<file path="config.mk">
export PLATFORM = sky130hd
export DESIGN_NAME = channel_config_offset_regs
export DESIGN_NICKNAME = d
export VERILOG_FILES = /design/src/hw/channel_config_offset_regs.v /design/src/hw/masked_reg16.v
export VERILOG_INCLUDE_DIRS = /design/src /design/src/include
export SDC_FILE = /design/constraint.sdc
export NUM_CORES = 1
export LEC_CHECK = 0
export ABC_AREA = 1
export BUFFER_PORTS_ARGS = -buffer_cell sky130_fd_sc_hd__buf_2
export CORE_MARGIN = 1.5
export CORE_UTILIZATION = 40
export CTS_BUF_LIST = sky130_fd_sc_hd__clkbuf_4 sky130_fd_sc_hd__clkbuf_8 sky130_fd_sc_hd__clkbuf_16
export CTS_CLUSTER_SIZE = 20
export DETAILED_ROUTE_END_ITERATION = 16
export GPL_TIMING_DRIVEN = 0
export PLACE_DENSITY = 0.68
export SLEW_MARGIN = 40
export SYNTH_ARGS = -nofsm -noshare
export SYNTH_HDL_FRONTEND = slang
export SYNTH_HIERARCHICAL = 1
export SYNTH_SLANG_ARGS = --single-unit
</file>
<file path="constraint.sdc">
create_clock -name pclk -period 1.2 [get_ports pclk]
set_input_delay 0.06 -clock pclk [delete_from_list [all_inputs] [get_ports pclk]]
set_output_delay 0.06 -clock pclk [all_outputs]
set_load 0.1 [all_outputs]
</file>
<file path="src/include/chan_cfg_consts.vh">
/*
  Constants for the channel-1 configuration and offset register bank:
  register indexes, field positions, reset values and the global setting
  register that this bank adds. Assumes inclusion by bare name.
*/
`ifndef CHAN_CFG_CONSTS_VH
`define CHAN_CFG_CONSTS_VH

// Register indexes as printed; byte address is four times the index
`define IDX_CHANNEL1_CONFIG 8'h0e
`define IDX_CHANNEL1_OFFSET_HIGH 8'h0f
`define IDX_CHANNEL1_OFFSET_LOW 8'h10
`define IDX_GLOBAL_DC_BLOCK 8'h20

// Reset values
`define RST_CHANNEL1_CONFIG 16'h0000
`define RST_CHANNEL1_OFFSET_HIGH 16'h0000
`define RST_CHANNEL1_OFFSET_LOW 16'h0000
`define RST_GLOBAL_DC_BLOCK 4'h0

// Field positions of the configuration register
`define CFG_PHASE_HI 15
`define CFG_PHASE_LO 6
`define CFG_BYPASS_BIT 2
`define CFG_SEL_HI 1
`define CFG_SEL_LO 0

// Writable-bit masks; other bits are reserved and read as zero
`define MASK_CHANNEL1_CONFIG 16'hffc7
`define MASK_CHANNEL1_OFFSET_HIGH 16'hffff
`define MASK_CHANNEL1_OFFSET_LOW 16'hff00

// Input selection codes
`define SEL_DIFFERENTIAL 2'h0
`define SEL_SHORTED 2'h1
`define SEL_POS_TEST 2'h2
`define SEL_NEG_TEST 2'h3

`endif

</file>
<file path="src/hw/channel_config_offset_regs.v">
/*
  Channel-1 configuration and offset calibration registers on an APB slave,
  with the decoded controls driven out to the converter datapath.
  Assumes an APB master on pclk; answers with zero wait states.
*/
// Register access over APB was chosen for this implementation.
// Summary of operation
// RULE1: Config bits 15:6 are a signed phase delay in modulator clock cycles.
// RULE2: Config bit 2 clear follows global filter setting; set bypasses this channel.
// RULE3: Config bits 1:0 select differential pair, shorted, positive or negative test.
// RULE4: High offset register holds bits 23:8 of the signed 24-bit offset.
// RULE5: Low offset register bits 15:8 hold offset bits 7:0.
// RULE6: Config register at 0x0E resets to all zeros.
// RULE7: Offset registers at 0x0F and 0x10 reset to zero.
// RULE8: A global four-bit filter setting governs channels whose bypass is clear.
// RULE9: Reserved bits read zero and ignore writes.
`timescale 1ns/1ps
`include "chan_cfg_consts.vh"
module channel_config_offset_regs (
  // Clock, reset, enable
  input wire pclk,
  input wire presetn,
  input wire clk_en,
  // APB slave
  input wire psel,
  input wire penable,
  input wire pwrite,
  input wire [11:0] paddr,
  input wire [31:0] pwdata,
  input wire [3:0] pstrb,
  output reg [31:0] prdata,
  output reg pready,
  output reg pslverr,
  // Decoded channel controls
  output reg [9:0] channel_phase_delay,
  output reg channel_dc_block_bypass,
  output reg [3:0] channel_dc_block_effective,
  output reg [1:0] channel_input_select,
  output reg shorted_inputs,
  output reg pos_test_select,
  output reg neg_test_select,
  output reg [23:0] offset_correction
);

  //////////////////////////////////////////////////////////////////////////////
  // Address decode

  // Index table of the stored entries, entry 0 in the low slice
  localparam ENTRIES = 3;
  localparam [29:0] entry_index = {
    {2'h0, `IDX_CHANNEL1_OFFSET_LOW},
    {2'h0, `IDX_CHANNEL1_OFFSET_HIGH},
    {2'h0, `IDX_CHANNEL1_CONFIG}
  };

  wire setup = psel && !penable;
  wire aligned = (paddr[1:0] == 2'h0);
  wire [9:0] index = paddr[11:2];
  wire [2:0] entry_hit;
  wire hit_cfg = entry_hit[0];
  wire hit_high = entry_hit[1];
  wire hit_low = entry_hit[2];
  wire hit_glob = aligned && (index == {2'h0, `IDX_GLOBAL_DC_BLOCK});
  wire mapped = hit_cfg || hit_high || hit_low || hit_glob;
  wire write_now = psel && penable && pready && pwrite && mapped;
  // Only the low two byte lanes carry register data
  wire [15:0] lane_mask = {{8{pstrb[1]}}, {8{pstrb[0]}}};

  //////////////////////////////////////////////////////////////////////////////
  // Registers

  wire [15:0] cfg_value;
  wire [15:0] high_value;
  wire [15:0] low_value;
  reg [3:0] global_dc_block_setting;

  function [15:0] merge;
    input [15:0] old_value;
    input [15:0] new_value;
    input [15:0] lanes;
    begin
      merge = (new_value & lanes) | (old_value & ~lanes);
    end
  endfunction

  localparam [47:0] entry_reset = {
    `RST_CHANNEL1_OFFSET_LOW,
    `RST_CHANNEL1_OFFSET_HIGH,
    `RST_CHANNEL1_CONFIG
  };
  localparam [47:0] entry_mask = {
    `MASK_CHANNEL1_OFFSET_LOW,
    `MASK_CHANNEL1_OFFSET_HIGH,
    `MASK_CHANNEL1_CONFIG
  };

  wire [47:0] entry_value;
  genvar e;

  // Entry 0 config, 1 offset high, 2 offset low; one masked register each
  generate
    for (e = 0; e < ENTRIES; e = e + 1) begin : g_entry
      assign entry_hit[e] = aligned && (index == entry_index[e * 10 +: 10]);
      masked_reg16 #(
        .reset_value(entry_reset[e * 16 +: 16]), // RULE6 RULE7
        .write_mask(entry_mask[e * 16 +: 16]) // RULE9
      ) u_entry (
        .pclk(pclk),
        .presetn(presetn),
        .clk_en(clk_en),
        .write_strobe(write_now && entry_hit[e]),
        .write_data(merge(entry_value[e * 16 +: 16], pwdata[15:0], lane_mask)),
        .value(entry_value[e * 16 +: 16])
      );
    end
  endgenerate

  assign cfg_value = entry_value[15:0];
  assign high_value = entry_value[31:16];
  assign low_value = entry_value[47:32];

  // Shared filter setting for every channel, bits 3:0 only
  always @(posedge pclk or negedge presetn) begin
    if (!presetn) begin
      global_dc_block_setting <= `RST_GLOBAL_DC_BLOCK;
    end else if (clk_en && write_now && hit_glob && pstrb[0]) begin
      global_dc_block_setting <= pwdata[3:0]; // RULE8
    end
  end

  //////////////////////////////////////////////////////////////////////////////
  // APB answer: wait-state free, read data in the access phase

  // Answer one cycle after the setup edge, error flag with it
  wire next_ready = setup;
  wire next_slverr = setup && !mapped;
  reg [15:0] next_rdata;

  always @* begin
    next_rdata = 16'h0000;
    if (hit_cfg) begin
      next_rdata = cfg_value; // RULE9
    end else if (hit_high) begin
      next_rdata = high_value;
    end else if (hit_low) begin
      next_rdata = low_value; // RULE9
    end else if (hit_glob) begin
      next_rdata = {12'h000, global_dc_block_setting};
    end
  end

  always @(posedge pclk or negedge presetn) begin
    if (!presetn) begin
      prdata <= 32'h0000_0000;
      pready <= 1'b0;
      pslverr <= 1'b0;
    end else if (clk_en) begin
      pready <= next_ready;
      pslverr <= next_slverr;
      if (setup && !pwrite) begin
        prdata <= {16'h0000, next_rdata};
      end else if (!psel) begin
        prdata <= 32'h0000_0000;
      end
    end
  end

  //////////////////////////////////////////////////////////////////////////////
  // Decoded controls, registered one cycle after the stored value

  reg [3:0] next_effective;
  reg next_shorted;
  reg next_pos_test;
  reg next_neg_test;
  wire [1:0] stored_select = cfg_value[`CFG_SEL_HI:`CFG_SEL_LO];
  wire [23:0] next_offset = {high_value, low_value[15:8]};

  always @* begin
    if (cfg_value[`CFG_BYPASS_BIT]) begin
      next_effective = 4'h0; // RULE2
    end else begin
      next_effective = global_dc_block_setting; // RULE8
    end
  end

  // Route flags for the input multiplexer; own pair when none is set
  always @* begin
    next_shorted = 1'b0;
    next_pos_test = 1'b0;
    next_neg_test = 1'b0;
    case (stored_select)
      `SEL_SHORTED: begin
        next_shorted = 1'b1; // RULE3
      end
      `SEL_POS_TEST: begin
        next_pos_test = 1'b1; // RULE3
      end
      `SEL_NEG_TEST: begin
        next_neg_test = 1'b1; // RULE3
      end
      default: begin
        next_shorted = 1'b0;
      end
    endcase
  end

  always @(posedge pclk or negedge presetn) begin
    if (!presetn) begin
      channel_phase_delay <= 10'h000;
      channel_dc_block_bypass <= 1'b0;
      channel_dc_block_effective <= 4'h0;
      channel_input_select <= `SEL_DIFFERENTIAL;
      shorted_inputs <= 1'b0;
      pos_test_select <= 1'b0;
      neg_test_select <= 1'b0;
      offset_correction <= 24'h000000;
    end else if (clk_en) begin
      channel_phase_delay <= cfg_value[`CFG_PHASE_HI:`CFG_PHASE_LO]; // RULE1
      channel_dc_block_bypass <= cfg_value[`CFG_BYPASS_BIT]; // RULE2
      channel_dc_block_effective <= next_effective;
      channel_input_select <= stored_select; // RULE3
      shorted_inputs <= next_shorted;
      pos_test_select <= next_pos_test;
      neg_test_select <= next_neg_test;
      offset_correction <= next_offset; // RULE4 RULE5
    end
  end

endmodule

</file>
<file path="src/hw/masked_reg16.v">
/*
  One 16-bit software register with a writable-bit mask.
  Assumes a synchronous write strobe on pclk; reserved bits stay zero.
*/
`timescale 1ns/1ps
module masked_reg16 #(
  parameter [15:0] reset_value = 16'h0000,
  parameter [15:0] write_mask = 16'hffff
) (
  // Clock and reset
  input wire pclk,
  input wire presetn,
  input wire clk_en,
  // Write side
  input wire write_strobe,
  input wire [15:0] write_data,
  // Stored value
  output reg [15:0] value
);

  always @(posedge pclk or negedge presetn) begin
    if (!presetn) begin
      value <= reset_value & write_mask;
    end else if (clk_en && write_strobe) begin
      value <= write_data & write_mask;
    end
  end

endmodule

</file>
After elaboration in Yosys (flattened, before gate mapping)
Cells that the tools add are included.
{"block": "op_classes", "n_eq_ne": 8, "n_mux": 10, "n_bitwise": 8, "n_reduce_logical": 28}
{"cell": "$and A16 B16 Y16", "n": 4}
{"cell": "$mux W32", "n": 2}
{"cell": "$mux W16", "n": 3}
{"cell": "$or A16 B16 Y16", "n": 3}
{"cell": "$eq A10 B4 Y1 const B", "n": 2}
{"cell": "$logic_and A1 B1 Y1", "n": 20}
{"cell": "$not A16 Y16", "n": 1}
{"cell": "$eq A10 B5 Y1 const B", "n": 1}
{"cell": "$eq A10 B6 Y1 const B", "n": 1}
{"cell": "$mux W4", "n": 2}
{"cell": "$eq A2 B2 Y1 const B", "n": 2}
{"cell": "$logic_not A1 Y1", "n": 3}
{"cell": "$logic_or A1 B1 Y1", "n": 3}
{"cell": "$mux W1", "n": 3}
{"cell": "$eq A2 B1 Y1 const B", "n": 1}
{"cell": "$logic_not A2 Y1", "n": 1}
{"cell": "$ne A2 B1 Y1 const B", "n": 1}
{"cell": "$reduce_and A2 Y1", "n": 1}
{"block": "word_totals", "register_bits": 119, "in_bits": 54, "wordCells": 69}

Logic depth before layout (Yosys ltp)
{"block": "logic_depth", "ltp_word": 9, "depth_mapped": 13, "mapped_depth_nobuf": 11}

Modules after synthesis
Netlist, hierarchy kept.
{"mod": "channel_config_offset_regs", "n_inst": 1, "cells_each": 540, "area_per_inst_um2": 3857.4}
{"mod": "masked_reg16 (g_entry[1].u_entry)", "n_inst": 1, "cells_each": 70, "area_per_inst_um2": 690.7}
{"mod": "masked_reg16 (g_entry[0].u_entry)", "n_inst": 1, "cells_each": 60, "area_per_inst_um2": 546.8}
{"mod": "masked_reg16 (g_entry[2].u_entry)", "n_inst": 1, "cells_each": 44, "area_per_inst_um2": 406.6}

Worst setup path before layout
OpenSTA, ideal clock, no wires.
{"block": "synth_timing", "kind": "reg-to-reg", "start": "register pready", "end": "register g_entry[1].u_entry.value[10]", "setup_ps": 116, "t_arrival_ps": 1890, "required_time_ps": 1084, "setup_slack_ps": -807, "path_stages_with_launch": 10, "n_path_buf": 2, "synth_period_minus_slack_ps": 2007, "cell_sequence": "dfrtp_1 nand4_1 inv_1 nand2_1 nor2_1 buf_6 nand2_8 buf_8 nand2_1 nand2_1"}
{"block": "synth_via", "elab_chain_len": 5}
{"element": "start: declaration", "line_no": "channel_config_offset_regs.v:32", "source": "output reg pready,"}
{"element": "start signal: assignment", "line_no": "channel_config_offset_regs.v:158", "source": "pready <= next_ready;"}
{"element": "$logic_and A1 B1 Y1 (3 in series)", "line_no": "channel_config_offset_regs.v:65", "source": "wire write_now = psel && penable && pready && pwrite && mapped;"}
{"element": "$logic_and A1 B1 Y1", "line_no": "channel_config_offset_regs.v:111", "source": ".write_strobe(write_now && entry_hit[e]),"}
{"element": "$logic_and A1 B1 Y1", "line_no": "masked_reg16.v:24", "source": "end else if (clk_en && write_strobe) begin"}
{"element": "end signal: assignment", "line_no": "masked_reg16.v:23", "source": "value <= reset_value & write_mask;"}
{"element": "end signal: assignment", "line_no": "masked_reg16.v:25", "source": "value <= write_data & write_mask;"}
{"element": "end: declaration", "line_no": "masked_reg16.v:18", "source": "output reg [15:0] value"}
No other way between the ends.
A chain may end at the register's enable or synchronous reset.

Worst setup path after layout
{"block": "layout_timing", "start": "register pready", "end": "register g_entry[1].u_entry.value[8]"}
The elaborated chain is that of the path after synthesis.

==> impl_metrics.json <==
{
  "ioPinCount": 132,
  "ctsHtreeMaxLevel": 3,
  "final_critical_path_setup_slack_ns": -0.214,
  "timing.max_cap.violations": 0,
  "worst_clock_skew_ns": 0.00693,
  "floorplan.die.width_um": 119,
  "achievable-frequency_mhz": 707,
  "synthToLayoutAreaGrowth_pct": 28.8,
  "p_int_uw": 5140,
  "totalWireLength_um": 14800,
  "grt_usage": 0.214,
  "portion_of_total_power_attributed_to_combinational_logic": 0.118,
  "tritoncts": "yes",
  "final.min_clock_period_ns": 1.41,
  "timing.final.hold_violations": 0,
  "clock-root-buffer": "clkbuf_16",
  "setup.worst_path.class": "reg -> reg",
  "worst_slew_margin_rel": 0.632,
  "design_power_total_uw": 7140,
  "drt-vias-per-instance": 4.82,
  "final_max_slew_viol_count": 0,
  "grt-ovfl-total": 0,
  "sort_of_element_at_the_end_of_the_critical_path": "flop",
  "power_frac_clock": 0.394,
  "post_dr_wirelength_cell_um": 14.5,
  "largest_net_degree_at_the_start_of_global_routing": 57,
  "worst_ep_required_time_ns": 1.45,
  "setup-tns-final_ns": -6.14,
  "max_stage_delay_ns": 0.40,
  "clk_pin_slew_ns": 0.07,
  "postSynthAreaPerCell_um2": 7.81,
  "critPathLaunchType": "flop",
  "number_of_antenna_violations_at_the_first_check_in_global_routing": 0,
  "run_status": "complete, but fails checks",
  "dpl.hpwl_um": 10700,
  "placeableCoreArea_mm2": 0.0132,
  "critical_path_cell_with_the_highest_stage_delay": "dfrtp_4",
  "synthesis.area_mm2": 0.00541,
  "dieArea_mm2": 0.0142,
  "drt_drc_violations_left": 0,
  "clock_latency_ns": 0.35,
  "clkSinkCount": 103,
  "initialDrtViolationCount": 385,
  "final_min_period_over_clock_period": 1.18,
  "worst_pin_slew_ns": 0.552,
  "netlist_instances": 692,
  "diodes": 0,
  "path_max_fanout": 8,
  "n_fill_cell": 1251,
  "placementRows": 42,
  "design.final.nets": 895,
  "starting_density": 0.410,
  "routed-via-count": 4924,
  "cts_inserted_buffers": 9,
  "post-place-ws_ns": -0.636,
  "setup_viol": 41,
  "pwr_density_cell_mw_per_mm2": 1030,
  "layout_cell_share_with_drive_strength_beyond_1": 0.285,
  "post_dp_cell_area_mm2": 0.00625,
  "irDropWorstVdd_v": 0.000651,
  "seq_power_share": 0.488,
  "grt_pass1_wl_um": 23600,
  "synth-warning-count": 6,
  "y_dimension_of_the_die_um": 119,
  "postRouteAntennaNets": 0,
  "swShare": 0.280,
  "p_leak_uw": 0.00380,
  "path_common_cell": "nand2_2",
  "failed_checks": "negative setup slack",
  "min_path_type": "in -> reg",
  "switching_power_uw": 2000,
  "ordered_cell_list_for_the_critical_path": "nand4_1, inv_2, nand2_2, nor2_2, buf_6, nand2_8, clkbuf_16, nand2_2, nand2_1",
  "place_congestion": 0.832,
  "rsz0062_at_grt": "yes",
  "grt_pass1_vias": 4566,
  "clockBufferDepth": 2,
  "first_pass_iters": 7,
  "timing.reg2reg.setup_slack_ns": -0.21,
  "buffer_ports.inserted": 97,
  "final_cell_area_mm2": 0.00696,
  "cp.arrival_ns": 1.67
}
==> what timing repair did <==
action,4_1_cts,5_1_grt
endpoints found under the setup margin,102,76
hold buffers,3,0
buffers inserted,4,8
gates resized for setup,36,62
cloned,0,1
pin swaps,1,6
hold endpoints to repair,105,0
==> power groups by stage <==
stage	registers [µW]	clock network [µW]	logic (µW)
after global placement	3550	0	788
after detailed placement	3550	0	806
after CTS	3480	2820	835
after global routing	3480	2970	911
after floorplan	3610	0	496
final	3480	2810	843
==> metal layers <==
layer	track usage	wire length, µm	vias to the layer above
met2	0.340	7010	177
met1	0.291	6720	2290
met4	0.0836	279	0
met5	0	0	-
met3	0.0364	830	22
li1	-	-	2435
==> stage by stage <==
| step | instances | hold slack (ns) | util |
|---|---|---|---|
| final | 1022 | 0.00719 | 0.528 |
| after detailed placement | 990 | -0.0116 | 0.474 |
| after CTS | 1013 | 0.000313 | 0.507 |
| after floorplan | 716 | -0.236 | - |
| after global placement | 989 | 0.348 | 0.471 |
| after global routing | 1022 | 0.00741 | 0.528 |
==> path summary, 6_finish.rpt <==
| check | startpoint | to | cells after the start |
|---|---|---|---|
| min in group asynchronous | presetn | offset_correction[7] | 2 |
| max in group asynchronous | presetn | offset_correction[15] | 3 |
| max | pready | g_entry[1].u_entry/value[8] | 9 |
| min | pwdata[1] | global_dc_block_setting[1] | 3 |
| max reg2reg | pready | g_entry[1].u_entry/value[8] | 9 |
| min reg2reg | prdata[10] | prdata[10] | 2 |
==> cells in the final DEF (no fill, tap or decap), types with 17 or more instances in the layout <==
cell / n
nand2_2: 22
nand2_1: 215
o21ai_1: 17
buf_4: 65
conb_1: 27
buf_2: 41
clkbuf_4: 35
nand3_1: 58
o21ai_0: 78
dfrtp_1: 98
nor2_1: 25
inv_1: 61
==> final cells by class <==
| type | count | area, µm² | area share |
|---|---|---|---|
| flip-flops and latches | 103 | 2590 | 0.372 |
| multi-input cells | 481 | 2290 | 0.329 |
| repair buffers | 114 | 851 | 0.122 |
| plain buffers | 61 | 463 | 0.0665 |
| inverters | 71 | 268 | 0.0385 |
| clock buffers | 10 | 233 | 0.0334 |
| well taps | 176 | 220 | 0.0316 |
| clock inverters | 6 | 46.3 | 0.00665 |
==> registers in the layout (all words and copies together) (netlist names), 2 cells and up <==
signal                      count
channel_dc_block_effective      4
channel_input_select            2
channel_phase_delay            10
g_entry.u_entry/value          37
global_dc_block_setting         4
offset_correction              24
prdata                         16
==> worst max-delay path: cells and delay by family (launching register included) <==
kind | cells | cell delay (ns)
flops | 1 | 0.40
buf+inv | 3 | 0.42
simple gates | 6 | 0.48
No activity file was read; power rests on OpenSTA's default activity.
